`src/inc/global_ctrl_consts.svh`:
```
`ifndef GLOBAL_CTRL_CONSTS_SVH
`define GLOBAL_CTRL_CONSTS_SVH

// ----------------------------------------
// Register word indices and byte addresses (index * 4)
// ----------------------------------------
`define ANALOG_DIAG_IDX       8'h0c
`define REVISION_IDX          8'h0d
`define SOFT_RESET_IDX        8'h0e
`define PATTERN_CTRL_IDX      8'h0f
`define MASTER_DIAG_IDX       8'h0a
`define ANALOG_DIAG_ADDR      10'h030
`define REVISION_ADDR         10'h034
`define SOFT_RESET_ADDR       10'h038
`define PATTERN_CTRL_ADDR     10'h03c
`define MASTER_DIAG_ADDR      10'h028

// ----------------------------------------
// Field positions and reset values
// ----------------------------------------
`define ANALOG_DIAG_MASK      8'h33
`define VERSION_LSB           0
`define CHIP_TYPE_LSB         5
`define VERSION_EXTRA_POS     6
`define SOFT_RESET_POS        0
`define PAIR3_OFF_POS         7
`define PAIR2_OFF_POS         6
`define PAIR1_OFF_POS         5
`define SEVEN_GEN_POS         4
`define SEVEN_DET_POS         3
`define GEN_RX_PATH_POS       2
`define WHOLE_GEN_POS         1
`define WHOLE_DET_POS         0
`define PATTERN_CTRL_RESET    8'h00
`define ANALOG_DIAG_RESET     8'h00
`define SOFT_RESET_RESET      1'b0
`define RESP_OKAY             2'b00
`define RESP_SLVERR           2'b10

`endif

```
`src/inc/global_ctrl_pkg.sv`:
```
package global_ctrl_pkg;
  typedef enum logic [1:0] {
    WR_IDLE = 2'b01,
    WR_RESP = 2'b10
  } wr_state_e;
  typedef enum logic [1:0] {
    RD_IDLE = 2'b01,
    RD_DATA = 2'b10
  } rd_state_e;
endpackage : global_ctrl_pkg

```
`src/hdl/global_ctrl_pattern_position.sv`:
```
`timescale 1ns/1ns
`include "global_ctrl_consts.svh"
// Function
// - Revision register returns fixed five-bit version and three-bit chip type.
// - Older revisions leave bit 6 undriven; newer drives one.
// - Any revision register write pulses a simultaneous counter latch.
// - Software reset bit holds device in reset until software clears it.
// - Software reset also places the device in low-power standby.
// - Hardware reset clears the software reset bit.
// - Bits 7,6,5 gate off clocks of link pairs 3,2,1.
// - Seven-bit generation fills only first seven bits of each channel.
// - Seven-bit generation is ignored under whole-frame generation.
// - Seven-bit detection checks only first seven bits of each channel.
// - Seven-bit detection is ignored under whole-frame detection.
// - Path bit one: generator on receive path, checker on transmit.
// - Path bit zero: checker on receive path, generator on transmit.
// - Whole-frame generation overwrites every bit of the frame.
// - Transmit framing/signalling still win; receive pattern overwrites framing.
// - Whole-frame generation overrides per-timeslot generation.
// - Transmit whole-frame generation suppresses idle code and inversion.
// - Whole-frame detection checks every bit of the frame.
// - Whole-frame detection overrides per-timeslot detection.
module global_ctrl_pattern_position #(
  parameter logic [4:0] VERSION_VALUE  = 5'h03, // Arbitrary value
  parameter logic [2:0] CHIP_TYPE      = 3'h5,  // Arbitrary value
  parameter logic       NEWER_REVISION = 1'b1
) (
  input  wire logic        sys_clk,
  input  wire logic        reset_n,
  input  wire logic [9:0]  s_axi_awaddr,
  input  wire logic        s_axi_awvalid,
  output      logic        s_axi_awready,
  input  wire logic [31:0] s_axi_wdata,
  input  wire logic [3:0]  s_axi_wstrb,
  input  wire logic        s_axi_wvalid,
  output      logic        s_axi_wready,
  output      logic [1:0]  s_axi_bresp,
  output      logic        s_axi_bvalid,
  input  wire logic        s_axi_bready,
  input  wire logic [9:0]  s_axi_araddr,
  input  wire logic        s_axi_arvalid,
  output      logic        s_axi_arready,
  output      logic [31:0] s_axi_rdata,
  output      logic [1:0]  s_axi_rresp,
  output      logic        s_axi_rvalid,
  input  wire logic        s_axi_rready,
  input  wire logic        per_slot_gen_tx,
  input  wire logic        per_slot_gen_rx,
  input  wire logic        per_slot_det_tx,
  input  wire logic        per_slot_det_rx,
  input  wire logic        tx_framing_slot,
  input  wire logic        tx_framing_enabled,
  input  wire logic [2:0]  bit_in_channel,
  output      logic        counter_latch,
  output      logic        device_hold_reset,
  output      logic        low_power_standby,
  output      logic [2:0]  link_pair_clock_on,
  output      logic        gen_tx_active,
  output      logic        gen_rx_active,
  output      logic        det_tx_active,
  output      logic        det_rx_active,
  output      logic        tx_idle_invert_allowed,
  output      logic [7:0]  analog_diag_out
);

  // ----------------------------------------
  // Registers
  // ----------------------------------------
  logic [7:0] analog_diag_reserved;
  logic       software_reset_ctrl;
  logic [7:0] pattern_position_and_link_gating;
  logic       bus_holder6;

  global_ctrl_pkg::wr_state_e wr_state;
  global_ctrl_pkg::rd_state_e rd_state;
  logic [9:0]  aw_addr;
  logic        aw_held;
  logic [31:0] w_data;
  logic [3:0]  w_strb;
  logic        w_held;

  function automatic logic mapped(input logic [9:0] a);
    mapped = (a == `ANALOG_DIAG_ADDR) || (a == `REVISION_ADDR) ||
             (a == `SOFT_RESET_ADDR) || (a == `PATTERN_CTRL_ADDR) ||
             (a == `MASTER_DIAG_ADDR);
  endfunction : mapped

  // ----------------------------------------
  // Write channel
  // ----------------------------------------
  logic do_write;
  assign do_write = aw_held && w_held && (wr_state == global_ctrl_pkg::WR_IDLE);

  always_ff @(posedge sys_clk or negedge reset_n) begin
    if (!reset_n) begin
      aw_held       <= 1'b0;
      aw_addr       <= 10'h000;
      s_axi_awready <= 1'b0;
    end else begin
      s_axi_awready <= 1'b0;
      if (do_write) begin
        aw_held <= 1'b0;
      end else if (s_axi_awvalid && !aw_held && !s_axi_awready) begin
        aw_held       <= 1'b1;
        aw_addr       <= {s_axi_awaddr[9:2], 2'b00};
        s_axi_awready <= 1'b1;
      end
    end
  end

  always_ff @(posedge sys_clk or negedge reset_n) begin
    if (!reset_n) begin
      w_held       <= 1'b0;
      w_data       <= 32'h0000_0000;
      w_strb       <= 4'h0;
      s_axi_wready <= 1'b0;
    end else begin
      s_axi_wready <= 1'b0;
      if (do_write) begin
        w_held <= 1'b0;
      end else if (s_axi_wvalid && !w_held && !s_axi_wready) begin
        w_held       <= 1'b1;
        w_data       <= s_axi_wdata;
        w_strb       <= s_axi_wstrb;
        s_axi_wready <= 1'b1;
      end
    end
  end

  always_ff @(posedge sys_clk or negedge reset_n) begin
    if (!reset_n) begin
      wr_state     <= global_ctrl_pkg::WR_IDLE;
      s_axi_bvalid <= 1'b0;
      s_axi_bresp  <= `RESP_OKAY;
    end else begin
      unique case (wr_state)
        global_ctrl_pkg::WR_IDLE: begin
          if (do_write) begin
            wr_state     <= global_ctrl_pkg::WR_RESP;
            s_axi_bvalid <= 1'b1;
            s_axi_bresp  <= mapped(aw_addr) ? `RESP_OKAY : `RESP_SLVERR;
          end
        end
        global_ctrl_pkg::WR_RESP: begin
          if (s_axi_bready) begin
            wr_state     <= global_ctrl_pkg::WR_IDLE;
            s_axi_bvalid <= 1'b0;
          end
        end
      endcase
    end
  end

  logic wr_lane0;
  assign wr_lane0 = do_write && w_strb[0];

  // ----------------------------------------
  // Register storage
  // ----------------------------------------
  // Reserved bits must be kept zero by software; only the four real bits store
  always_ff @(posedge sys_clk or negedge reset_n) begin
    if (!reset_n) begin
      analog_diag_reserved <= `ANALOG_DIAG_RESET;
    end else if (wr_lane0 && aw_addr == `ANALOG_DIAG_ADDR) begin
      analog_diag_reserved <= w_data[7:0] & `ANALOG_DIAG_MASK;
    end
  end

  // Hardware reset or a software write of zero clears this bit; no self clear
  always_ff @(posedge sys_clk or negedge reset_n) begin
    if (!reset_n) begin
      software_reset_ctrl <= `SOFT_RESET_RESET;
    end else if (wr_lane0 && aw_addr == `SOFT_RESET_ADDR) begin
      software_reset_ctrl <= w_data[`SOFT_RESET_POS];
    end
  end

  always_ff @(posedge sys_clk or negedge reset_n) begin
    if (!reset_n) begin
      pattern_position_and_link_gating <= `PATTERN_CTRL_RESET;
    end else if (wr_lane0 && aw_addr == `PATTERN_CTRL_ADDR) begin
      pattern_position_and_link_gating <= w_data[7:0];
    end
  end

  // Any data value triggers the latch, even with no byte lane enabled
  always_ff @(posedge sys_clk or negedge reset_n) begin
    if (!reset_n) begin
      counter_latch <= 1'b0;
    end else begin
      counter_latch <= do_write && (aw_addr == `REVISION_ADDR);
    end
  end

  // ----------------------------------------
  // Read channel
  // ----------------------------------------
  logic [7:0] rd_byte;
  always_comb begin
    rd_byte = 8'h00;
    if (s_axi_araddr[9:2] == `ANALOG_DIAG_IDX) begin
      rd_byte = analog_diag_reserved;
    end else if (s_axi_araddr[9:2] == `REVISION_IDX) begin
      rd_byte = {CHIP_TYPE, VERSION_VALUE};
    end else if (s_axi_araddr[9:2] == `SOFT_RESET_IDX) begin
      rd_byte = {7'h00, software_reset_ctrl};
    end else if (s_axi_araddr[9:2] == `PATTERN_CTRL_IDX) begin
      rd_byte = pattern_position_and_link_gating;
    end else if (s_axi_araddr[9:2] == `MASTER_DIAG_IDX) begin
      // Older part: bit 6 shows what the holder kept from the last access
      rd_byte[`VERSION_EXTRA_POS] = NEWER_REVISION ? 1'b1 : bus_holder6;
    end
  end

  // Bus holder follows bit 6 of every accepted read or write; a read wins when both land in one cycle
  always_ff @(posedge sys_clk or negedge reset_n) begin
    if (!reset_n) begin
      bus_holder6 <= 1'b0;
    end else if (rd_state == global_ctrl_pkg::RD_IDLE && s_axi_arvalid && s_axi_arready) begin
      bus_holder6 <= rd_byte[`VERSION_EXTRA_POS];
    end else if (do_write) begin
      bus_holder6 <= w_data[`VERSION_EXTRA_POS];
    end
  end

  always_ff @(posedge sys_clk or negedge reset_n) begin
    if (!reset_n) begin
      rd_state      <= global_ctrl_pkg::RD_IDLE;
      s_axi_arready <= 1'b0;
      s_axi_rvalid  <= 1'b0;
      s_axi_rdata   <= 32'h0000_0000;
      s_axi_rresp   <= `RESP_OKAY;
    end else begin
      s_axi_arready <= 1'b0;
      unique case (rd_state)
        // Response only after the address handshake, never alongside it
        global_ctrl_pkg::RD_IDLE: begin
          if (s_axi_arvalid && s_axi_arready) begin
            rd_state      <= global_ctrl_pkg::RD_DATA;
            s_axi_rvalid  <= 1'b1;
            s_axi_rdata   <= {24'h000000, rd_byte};
            s_axi_rresp   <= mapped({s_axi_araddr[9:2], 2'b00}) ? `RESP_OKAY : `RESP_SLVERR;
          end else if (s_axi_arvalid) begin
            s_axi_arready <= 1'b1;
          end
        end
        global_ctrl_pkg::RD_DATA: begin
          if (s_axi_rready) begin
            rd_state     <= global_ctrl_pkg::RD_IDLE;
            s_axi_rvalid <= 1'b0;
          end
        end
      endcase
    end
  end

  // ----------------------------------------
  // Control outputs
  // ----------------------------------------
  logic pc_gen_rx;
  logic pc_whole_gen;
  logic pc_whole_det;
  logic pc_seven_gen;
  logic pc_seven_det;
  logic eighth_bit;
  logic gen_slot;
  logic det_slot;
  assign pc_gen_rx    = pattern_position_and_link_gating[`GEN_RX_PATH_POS];
  assign pc_whole_gen = pattern_position_and_link_gating[`WHOLE_GEN_POS];
  assign pc_whole_det = pattern_position_and_link_gating[`WHOLE_DET_POS];
  assign pc_seven_gen = pattern_position_and_link_gating[`SEVEN_GEN_POS];
  assign pc_seven_det = pattern_position_and_link_gating[`SEVEN_DET_POS];
  assign eighth_bit   = (bit_in_channel == 3'h7);

  // Per-slot requests come from the serial controller on the chosen side
  always_comb begin
    gen_slot = pc_gen_rx ? per_slot_gen_rx : per_slot_gen_tx;
    det_slot = pc_gen_rx ? per_slot_det_tx : per_slot_det_rx;
    if (pc_seven_gen && eighth_bit) begin
      gen_slot = 1'b0;
    end
    if (pc_seven_det && eighth_bit) begin
      det_slot = 1'b0;
    end
  end

  logic next_gen;
  logic next_det;
  // Whole-frame modes override slot and seven-bit settings
  assign next_gen = pc_whole_gen | gen_slot;
  assign next_det = pc_whole_det | det_slot;

  always_ff @(posedge sys_clk or negedge reset_n) begin
    if (!reset_n) begin
      device_hold_reset      <= 1'b0;
      low_power_standby      <= 1'b0;
      link_pair_clock_on     <= 3'h7;
      gen_tx_active          <= 1'b0;
      gen_rx_active          <= 1'b0;
      det_tx_active          <= 1'b0;
      det_rx_active          <= 1'b0;
      tx_idle_invert_allowed <= 1'b1;
      analog_diag_out        <= 8'h00;
    end else begin
      device_hold_reset  <= software_reset_ctrl;
      low_power_standby  <= software_reset_ctrl;
      link_pair_clock_on <= ~{pattern_position_and_link_gating[`PAIR3_OFF_POS],
                              pattern_position_and_link_gating[`PAIR2_OFF_POS],
                              pattern_position_and_link_gating[`PAIR1_OFF_POS]};
      // Framing and signalling insertion still win on transmit
      gen_tx_active <= !pc_gen_rx && next_gen &&
                       !(tx_framing_slot && tx_framing_enabled);
      gen_rx_active <= pc_gen_rx && next_gen;
      det_tx_active <= pc_gen_rx && next_det;
      det_rx_active <= !pc_gen_rx && next_det;
      tx_idle_invert_allowed <= !(pc_whole_gen && !pc_gen_rx);
      analog_diag_out <= analog_diag_reserved;
    end
  end

  // ----------------------------------------
  // Checks
  // ----------------------------------------
  a_latch_on_write: assert property (@(posedge sys_clk) disable iff (!reset_n)
    (do_write && aw_addr == `REVISION_ADDR) |=> counter_latch)
    else $error("counter latch missing");
  a_soft_reset_follow: assert property (@(posedge sys_clk) disable iff (!reset_n)
    ##1 device_hold_reset == $past(software_reset_ctrl))
    else $error("hold reset wrong");
  a_standby_reset: assert property (@(posedge sys_clk) disable iff (!reset_n)
    device_hold_reset == low_power_standby)
    else $error("standby mismatch");
  a_pair_gating: assert property (@(posedge sys_clk) disable iff (!reset_n)
    ##1 link_pair_clock_on[2] == !$past(pattern_position_and_link_gating[7]))
    else $error("pair3 gating wrong");
  a_whole_gen_wins: assert property (@(posedge sys_clk) disable iff (!reset_n)
    (pc_whole_gen && pc_gen_rx) |=> gen_rx_active)
    else $error("whole frame gen lost");
  a_seven_gap: assert property (@(posedge sys_clk) disable iff (!reset_n)
    (!pc_whole_gen && pc_seven_gen && eighth_bit) |=> !gen_tx_active && !gen_rx_active)
    else $error("eighth bit generated");
  a_det_side: assert property (@(posedge sys_clk) disable iff (!reset_n)
    ##1 !(det_tx_active && det_rx_active))
    else $error("checker on both paths");
  a_idle_suppress: assert property (@(posedge sys_clk) disable iff (!reset_n)
    (pc_whole_gen && !pc_gen_rx) |=> !tx_idle_invert_allowed)
    else $error("idle code not suppressed");
  a_id_fixed: assert property (@(posedge sys_clk) disable iff (!reset_n)
    (rd_state == global_ctrl_pkg::RD_IDLE && s_axi_arvalid && s_axi_arready &&
     s_axi_araddr[9:2] == `REVISION_IDX) |=>
    s_axi_rdata[7:0] == {CHIP_TYPE, VERSION_VALUE})
    else $error("id field wrong");

endmodule : global_ctrl_pattern_position

```
`config.mk`:
```
export PLATFORM = sky130hd
export DESIGN_NAME = global_ctrl_pattern_position
export DESIGN_NICKNAME = d
export VERILOG_FILES = /design/src/inc/global_ctrl_pkg.sv /design/src/hdl/global_ctrl_pattern_position.sv
export VERILOG_INCLUDE_DIRS = /design/src /design/src/inc
export SDC_FILE = /design/constraint.sdc
export NUM_CORES = 1
export LEC_CHECK = 0
export ABC_AREA = 1
export BUFFER_PORTS_ARGS = -buffer_cell sky130_fd_sc_hd__buf_4
export CELL_PAD_IN_SITES_DETAIL_PLACEMENT = 1
export CELL_PAD_IN_SITES_GLOBAL_PLACEMENT = 1
export CORE_MARGIN = 3
export CORE_UTILIZATION = 33
export DETAILED_ROUTE_END_ITERATION = 10
export PLACE_DENSITY_LB_ADDON = 0.1
export SYNTH_ARGS = -nofsm -noshare
export SYNTH_HDL_FRONTEND = slang
export SYNTH_SLANG_ARGS = --single-unit
```
`constraint.sdc`:
```
create_clock -name sys_clk -period 1.5 [get_ports sys_clk]
set_input_delay 0.3 -clock sys_clk [delete_from_list [all_inputs] [get_ports sys_clk]]
set_output_delay 0.3 -clock sys_clk [all_outputs]
set_load 0.03 [all_outputs]
```
# [Word-level counts from Yosys, hierarchy flattened]
# Cells that the tools add are included.
# Widths: inputs -> output; s select.
[word_totals] register_bits=67 in_bits=72 elab_cells=130
[op_classes] n_eq_ne=19 n_mux=36 n_bitwise=4 n_reduce_logical=44
[op_table] op="$eq 8x4->1 const B" n=10
[op_table] op="$mux 8" n=3
[op_table] op="$mux 1" n=22
[op_table] op="$logic_and 1x1->1" n=21
[op_table] op="$mux 2" n=6
[op_table] op="$reduce_and 2->1" n=6
[op_table] op="$logic_or 1x1->1" n=8
[op_table] op="$pmux 2 s2" n=2
[op_table] op="$logic_not 1->1" n=7
[op_table] op="$mux 6" n=1
[op_table] op="$ne 2x2->1 const B" n=3
[op_table] op="$eq 2x1->1 const B" n=2
[op_table] op="$eq 2x2->1 const B" n=2
[op_table] op="$pmux 1 s2" n=2
[op_table] op="$reduce_bool 2->1" n=2
[op_table] op="$eq 3x3->1 const B" n=1
[op_table] op="$not 3->3" n=1
[op_table] op="$ne 2x1->1 const B" n=1
[op_table] op="$or 1x1->1" n=2
[op_table] op="$not 1->1" n=1

# [Longest topological paths before layout]
[depth] ltp_word=6 ltp_mapped=8 mapped_depth_nobuf=8

# [Least setup slack after synthesis]
# OpenSTA, ideal clock, no wires.
[synth_path] kind="flip-flop to flip-flop" from="register s_axi_arready" to="register s_axi_rresp[1]" setup_ns=0.123 arrival_time_ns=1.157 required_ns=1.377 path_slack_ns=0.220 path_stages_with_launch=7 path_buffers=1 period_less_slack_ns=1.280 cell_sequence="dfrtp_1 -> nand2_1 -> nor2_4 -> inv_2 -> buf_2 -> nand2_1 -> o21ai_1"
[synth_between] elab_chain_cells=2
[synth_rtl] item="from (decl)" line="global_ctrl_pattern_position.sv:42" source="output logic s_axi_arready,"
[synth_rtl] item="from (signal assigned)" line="global_ctrl_pattern_position.sv:229" source="s_axi_arready <= 1'b0;"
[synth_rtl] item="from (signal assigned)" line="global_ctrl_pattern_position.sv:234" source="s_axi_arready <= 1'b0;"
[synth_rtl] item="from (signal assigned)" line="global_ctrl_pattern_position.sv:244" source="s_axi_arready <= 1'b1;"
[synth_rtl] item="$logic_and 1x1->1" line="global_ctrl_pattern_position.sv:238" source="if (s_axi_arvalid && s_axi_arready) begin"
[synth_rtl] item="$reduce_and 2->1 (no line)"
[synth_rtl] item="to (signal assigned)" line="global_ctrl_pattern_position.sv:232" source="s_axi_rresp <= `RESP_OKAY;"
[synth_rtl] item="to (signal assigned)" line="global_ctrl_pattern_position.sv:242" source="s_axi_rresp <= mapped({s_axi_araddr[9:2], 2'b00}) ? `RESP_OKAY : `RESP_SLVERR;"
[synth_rtl] item="to (decl)" line="global_ctrl_pattern_position.sv:44" source="output logic [1:0] s_axi_rresp,"
# No other way between the ends.
# A chain may end at the register's enable or synchronous reset.

# [Worst setup path in the final report]
[layout_path] from="register tx_idle_invert_allowed" to="output tx_idle_invert_allowed"
[layout_lines] item="from (decl)" line="global_ctrl_pattern_position.sv:62" source="output logic tx_idle_invert_allowed,"
[layout_lines] item="from (signal assigned)" line="global_ctrl_pattern_position.sv:316" source="tx_idle_invert_allowed <= !(pc_whole_gen && !pc_gen_rx);"
# No word-level cell between the ends.

==> impl_metrics.env <==
export IMPL_synth_top_cell_by_area="dfrtp_1"
export IMPL_yosysSeqAreaShare=0.558
export IMPL_die_w_um=98.8
export IMPL_swShare=0.334
export IMPL_crit_fanout=1
export IMPL_syn_area_per_cell_um2=9.01
export IMPL_clkSinkCount=63
export IMPL_finalSetupViolations=0
export IMPL_vias=2163
export IMPL_portBuffers=70
export IMPL_crit_arrival_ps=1000
export IMPL_core_area_um2=8300
export IMPL_r2r_end="s_axi_rdata[1]$_DFFE_PN0P_"
export IMPL_p_per_area_nw_per_um2=1410
export IMPL_seqCellArea_um2=1580
export IMPL_cp_top_family="flip-flops"
export IMPL_synth_area_mux_share=0
export IMPL_synth_top_family_by_area="simple AND/OR/NAND/NOR gates"
export IMPL_p_leak_uw=0.00192
export IMPL_nets=469
export IMPL_internal_power_uw=3390
export IMPL_dp_final_hpwl_um=4790
export IMPL_cts_buffers=9
export IMPL_crit_required_ps=1200
export IMPL_p_clk_frac=0.299
export IMPL_area_growth_pct=27.5
export IMPL_rrSetupSlack_ps=250
export IMPL_synth_cell_type_count=29
export IMPL_outcome="completed"
export IMPL_dr_pass1_iters=4
export IMPL_reg2reg_depth=6
export IMPL_netlist_top_cells_area="dfrtp_1, nand2_1, buf_4"
export IMPL_maxCapViolCount=0
export IMPL_totalWireLength_um=6340
export IMPL_crit_slowest_cell="dfstp_2"
export IMPL_row_count=33
export IMPL_post_drt_via_cell_ratio=4.27
export IMPL_grt_pass1_wl_um=10500
export IMPL_clk_latency_ps=340
export IMPL_synthSimpleGateAreaFrac=0.229
export IMPL_worstSetupPathType="register to primary output"
export IMPL_drive_gt1_frac=0.301
export IMPL_placedCellCount=490
export IMPL_cts_hold_fix_buffers=1
export IMPL_fin_skew_ps=4.91
export IMPL_antenna_found_initial=0
export IMPL_async_flop_share=1.00
export IMPL_grt_pass1_vias=2153
export IMPL_multi_input_area_um2=978
export IMPL_critPathCaptureType="primary output"
export IMPL_setup_tns_ps=0
export IMPL_p_seq_frac=0.446
export IMPL_cp_num_buf_inv=1
export IMPL_cts_root_buf="clkbuf_8"
export IMPL_post_cts_setup_buffers=0
export IMPL_synth_seq_cells=63
export IMPL_hold_path_depth=2
export IMPL_wl_per_cell_um=12.5
export IMPL_max_freq_mhz=770
export IMPL_die_h_um=98.8
export IMPL_synth_edf_count=0
export IMPL_stdcell_count=507
export IMPL_hold_path_endpoint="s_axi_rvalid$_DFFE_PN0P_"
export IMPL_antenna_cells=0
export IMPL_synth_cells=315
export IMPL_syn_area_um2=2840
export IMPL_dieArea_um2=9750
export IMPL_ioPinCount=132
export IMPL_grt_overflow_total=0
export IMPL_n_fill_cell=1010
export IMPL_post_synth_fa_ha_maj_area_fraction=0
export IMPL_synth_xor_area_frac=0
export IMPL_cts_tree="done"
export IMPL_post_cts_resized=0
export IMPL_clk_pin_slew_worst_paths_ps=70
export IMPL_start_util=0.342
export IMPL_grt_max_degree=34
export IMPL_rsz0062_at_grt="no"
export IMPL_cpPeakStageDelay_ps=510
export IMPL_power_share_combinational=0.255
export IMPL_gp_congestion=0.762
export IMPL_cts_buffer_depth=2
export IMPL_synth_compound_area_share=0.0758
export IMPL_crit_chain="buf_4"
export IMPL_yosys_area_top_type_share=0.502
export IMPL_drt_iter0_drc=66
export IMPL_peakVddDrop_mv=0.602
export IMPL_synth_most_common_cell="nand2_1"
export IMPL_hold_viol_final=0
export IMPL_synth_commonest_cells="nand2_1, dfrtp_1, buf_4"
export IMPL_min_period_ps=1300
export IMPL_holdCritPathClass="input pin to register"
export IMPL_final_period_utilization=0.866
export IMPL_r2r_start="rd_state[0]$_DFFE_PN1P_"
export IMPL_final_max_slew_viol_count=0
export IMPL_synthFlopType="dfrtp_1"
export IMPL_drc=0
export IMPL_synth_warnings=0
export IMPL_critPathLaunchType="register"
export IMPL_power_switching_uw=1700
export IMPL_ant_nets=0
export IMPL_final_util=0.436
export IMPL_grtUsageTotal=0.138
export IMPL_cts_htree_levels=3
export IMPL_hp_start="s_axi_rready"
## per-layer routing
layer | routed length (µm) | up-vias | GRT usage
li1 | - | 1081 | -
met1 | 2810 | 1002 | 0.181
met2 | 2990 | 71 | 0.213
met3 | 448 | 9 | 0.0432
met4 | 91 | 0 | 0.0536
met5 | 0 | - | 0
## worst max path at each step
stage,start,to,slack (ps),depth (start not counted)
after floorplan,s_axi_arready$_DFF_PN0_,s_axi_rresp[1]$_DFFE_PN0P_,220,6
after global routing,rd_state[0]$_DFFE_PN1P_,s_axi_rdata[1]$_DFFE_PN0P_,120,6
after CTS,link_pair_clock_on[0]$_DFF_PN1_,link_pair_clock_on[0],170,1
after global placement,s_axi_araddr[7],s_axi_rdata[0]$_DFFE_PN0P_,180,7
after detailed placement,s_axi_araddr[9],s_axi_rdata[0]$_DFFE_PN0P_,170,7
final,tx_idle_invert_allowed$_DFF_PN1_,tx_idle_invert_allowed,200,1
## through the flow
stage | hold slack, ps | cell area, µm² | total power (µW) | setup WS [ps]
4_1_cts | 133 | 3620 | 5180 | 174
3_5_place_dp | 293 | 3400 | 3610 | 173
3_3_place_gp | 289 | 3400 | 3550 | 177
6_report | 151 | 3620 | 5090 | 201
2_1_floorplan | 4.41 | 2950 | 3210 | 220
5_1_grt | 143 | 3620 | 5430 | 119
## cells by family after synthesis
group / Yosys count
other: 1
AO/OA/AOI/OAI: 37
buffers and inverters: 68
AND/OR/NAND/NOR: 146
flip-flops: 63
## layout by cell type, fill, tap and decap left out, types with 7 or more instances in the layout
cell type / netlist / layout
nand2_1: 99 / 99
buf_4: 32 / 75
dfrtp_1: 57 / 57
conb_1: 1 / 30
inv_1: 27 / 27
nor2_1: 21 / 21
a21oi_1: 12 / 12
clkbuf_8: 0 / 12
nand3_1: 9 / 9
o21ai_0: 9 / 9
o21ai_1: 7 / 7
## power groups by stage
stage	logic (µW)	clock network, µW	registers, µW
2_1_floorplan	800	0	2410
3_3_place_gp	1270	0	2290
3_5_place_dp	1310	0	2300
4_1_cts	1330	1580	2270
5_1_grt	1460	1650	2310
6_report	1290	1520	2270
## registers in the layout (all words and copies together) (netlist names), 3 cells and up
name,flops
link_pair_clock_on,3
analog_diag_out,4
w_data,8
analog_diag_reserved,4
pattern_position_and_link_gating,8
aw_addr,8
s_axi_rdata,8
## layout make-up
class                           count  area share
Tap cell                          105      0.0363
Sequential cell                    63       0.438
Clock inverter                      3      0.0111
Clock buffer                       13      0.0467
Multi-Input combinational cell    213       0.270
Timing Repair Buffer               77       0.164
Inverter                           33      0.0342
Note: power is estimated with default switching activity, not from simulation.
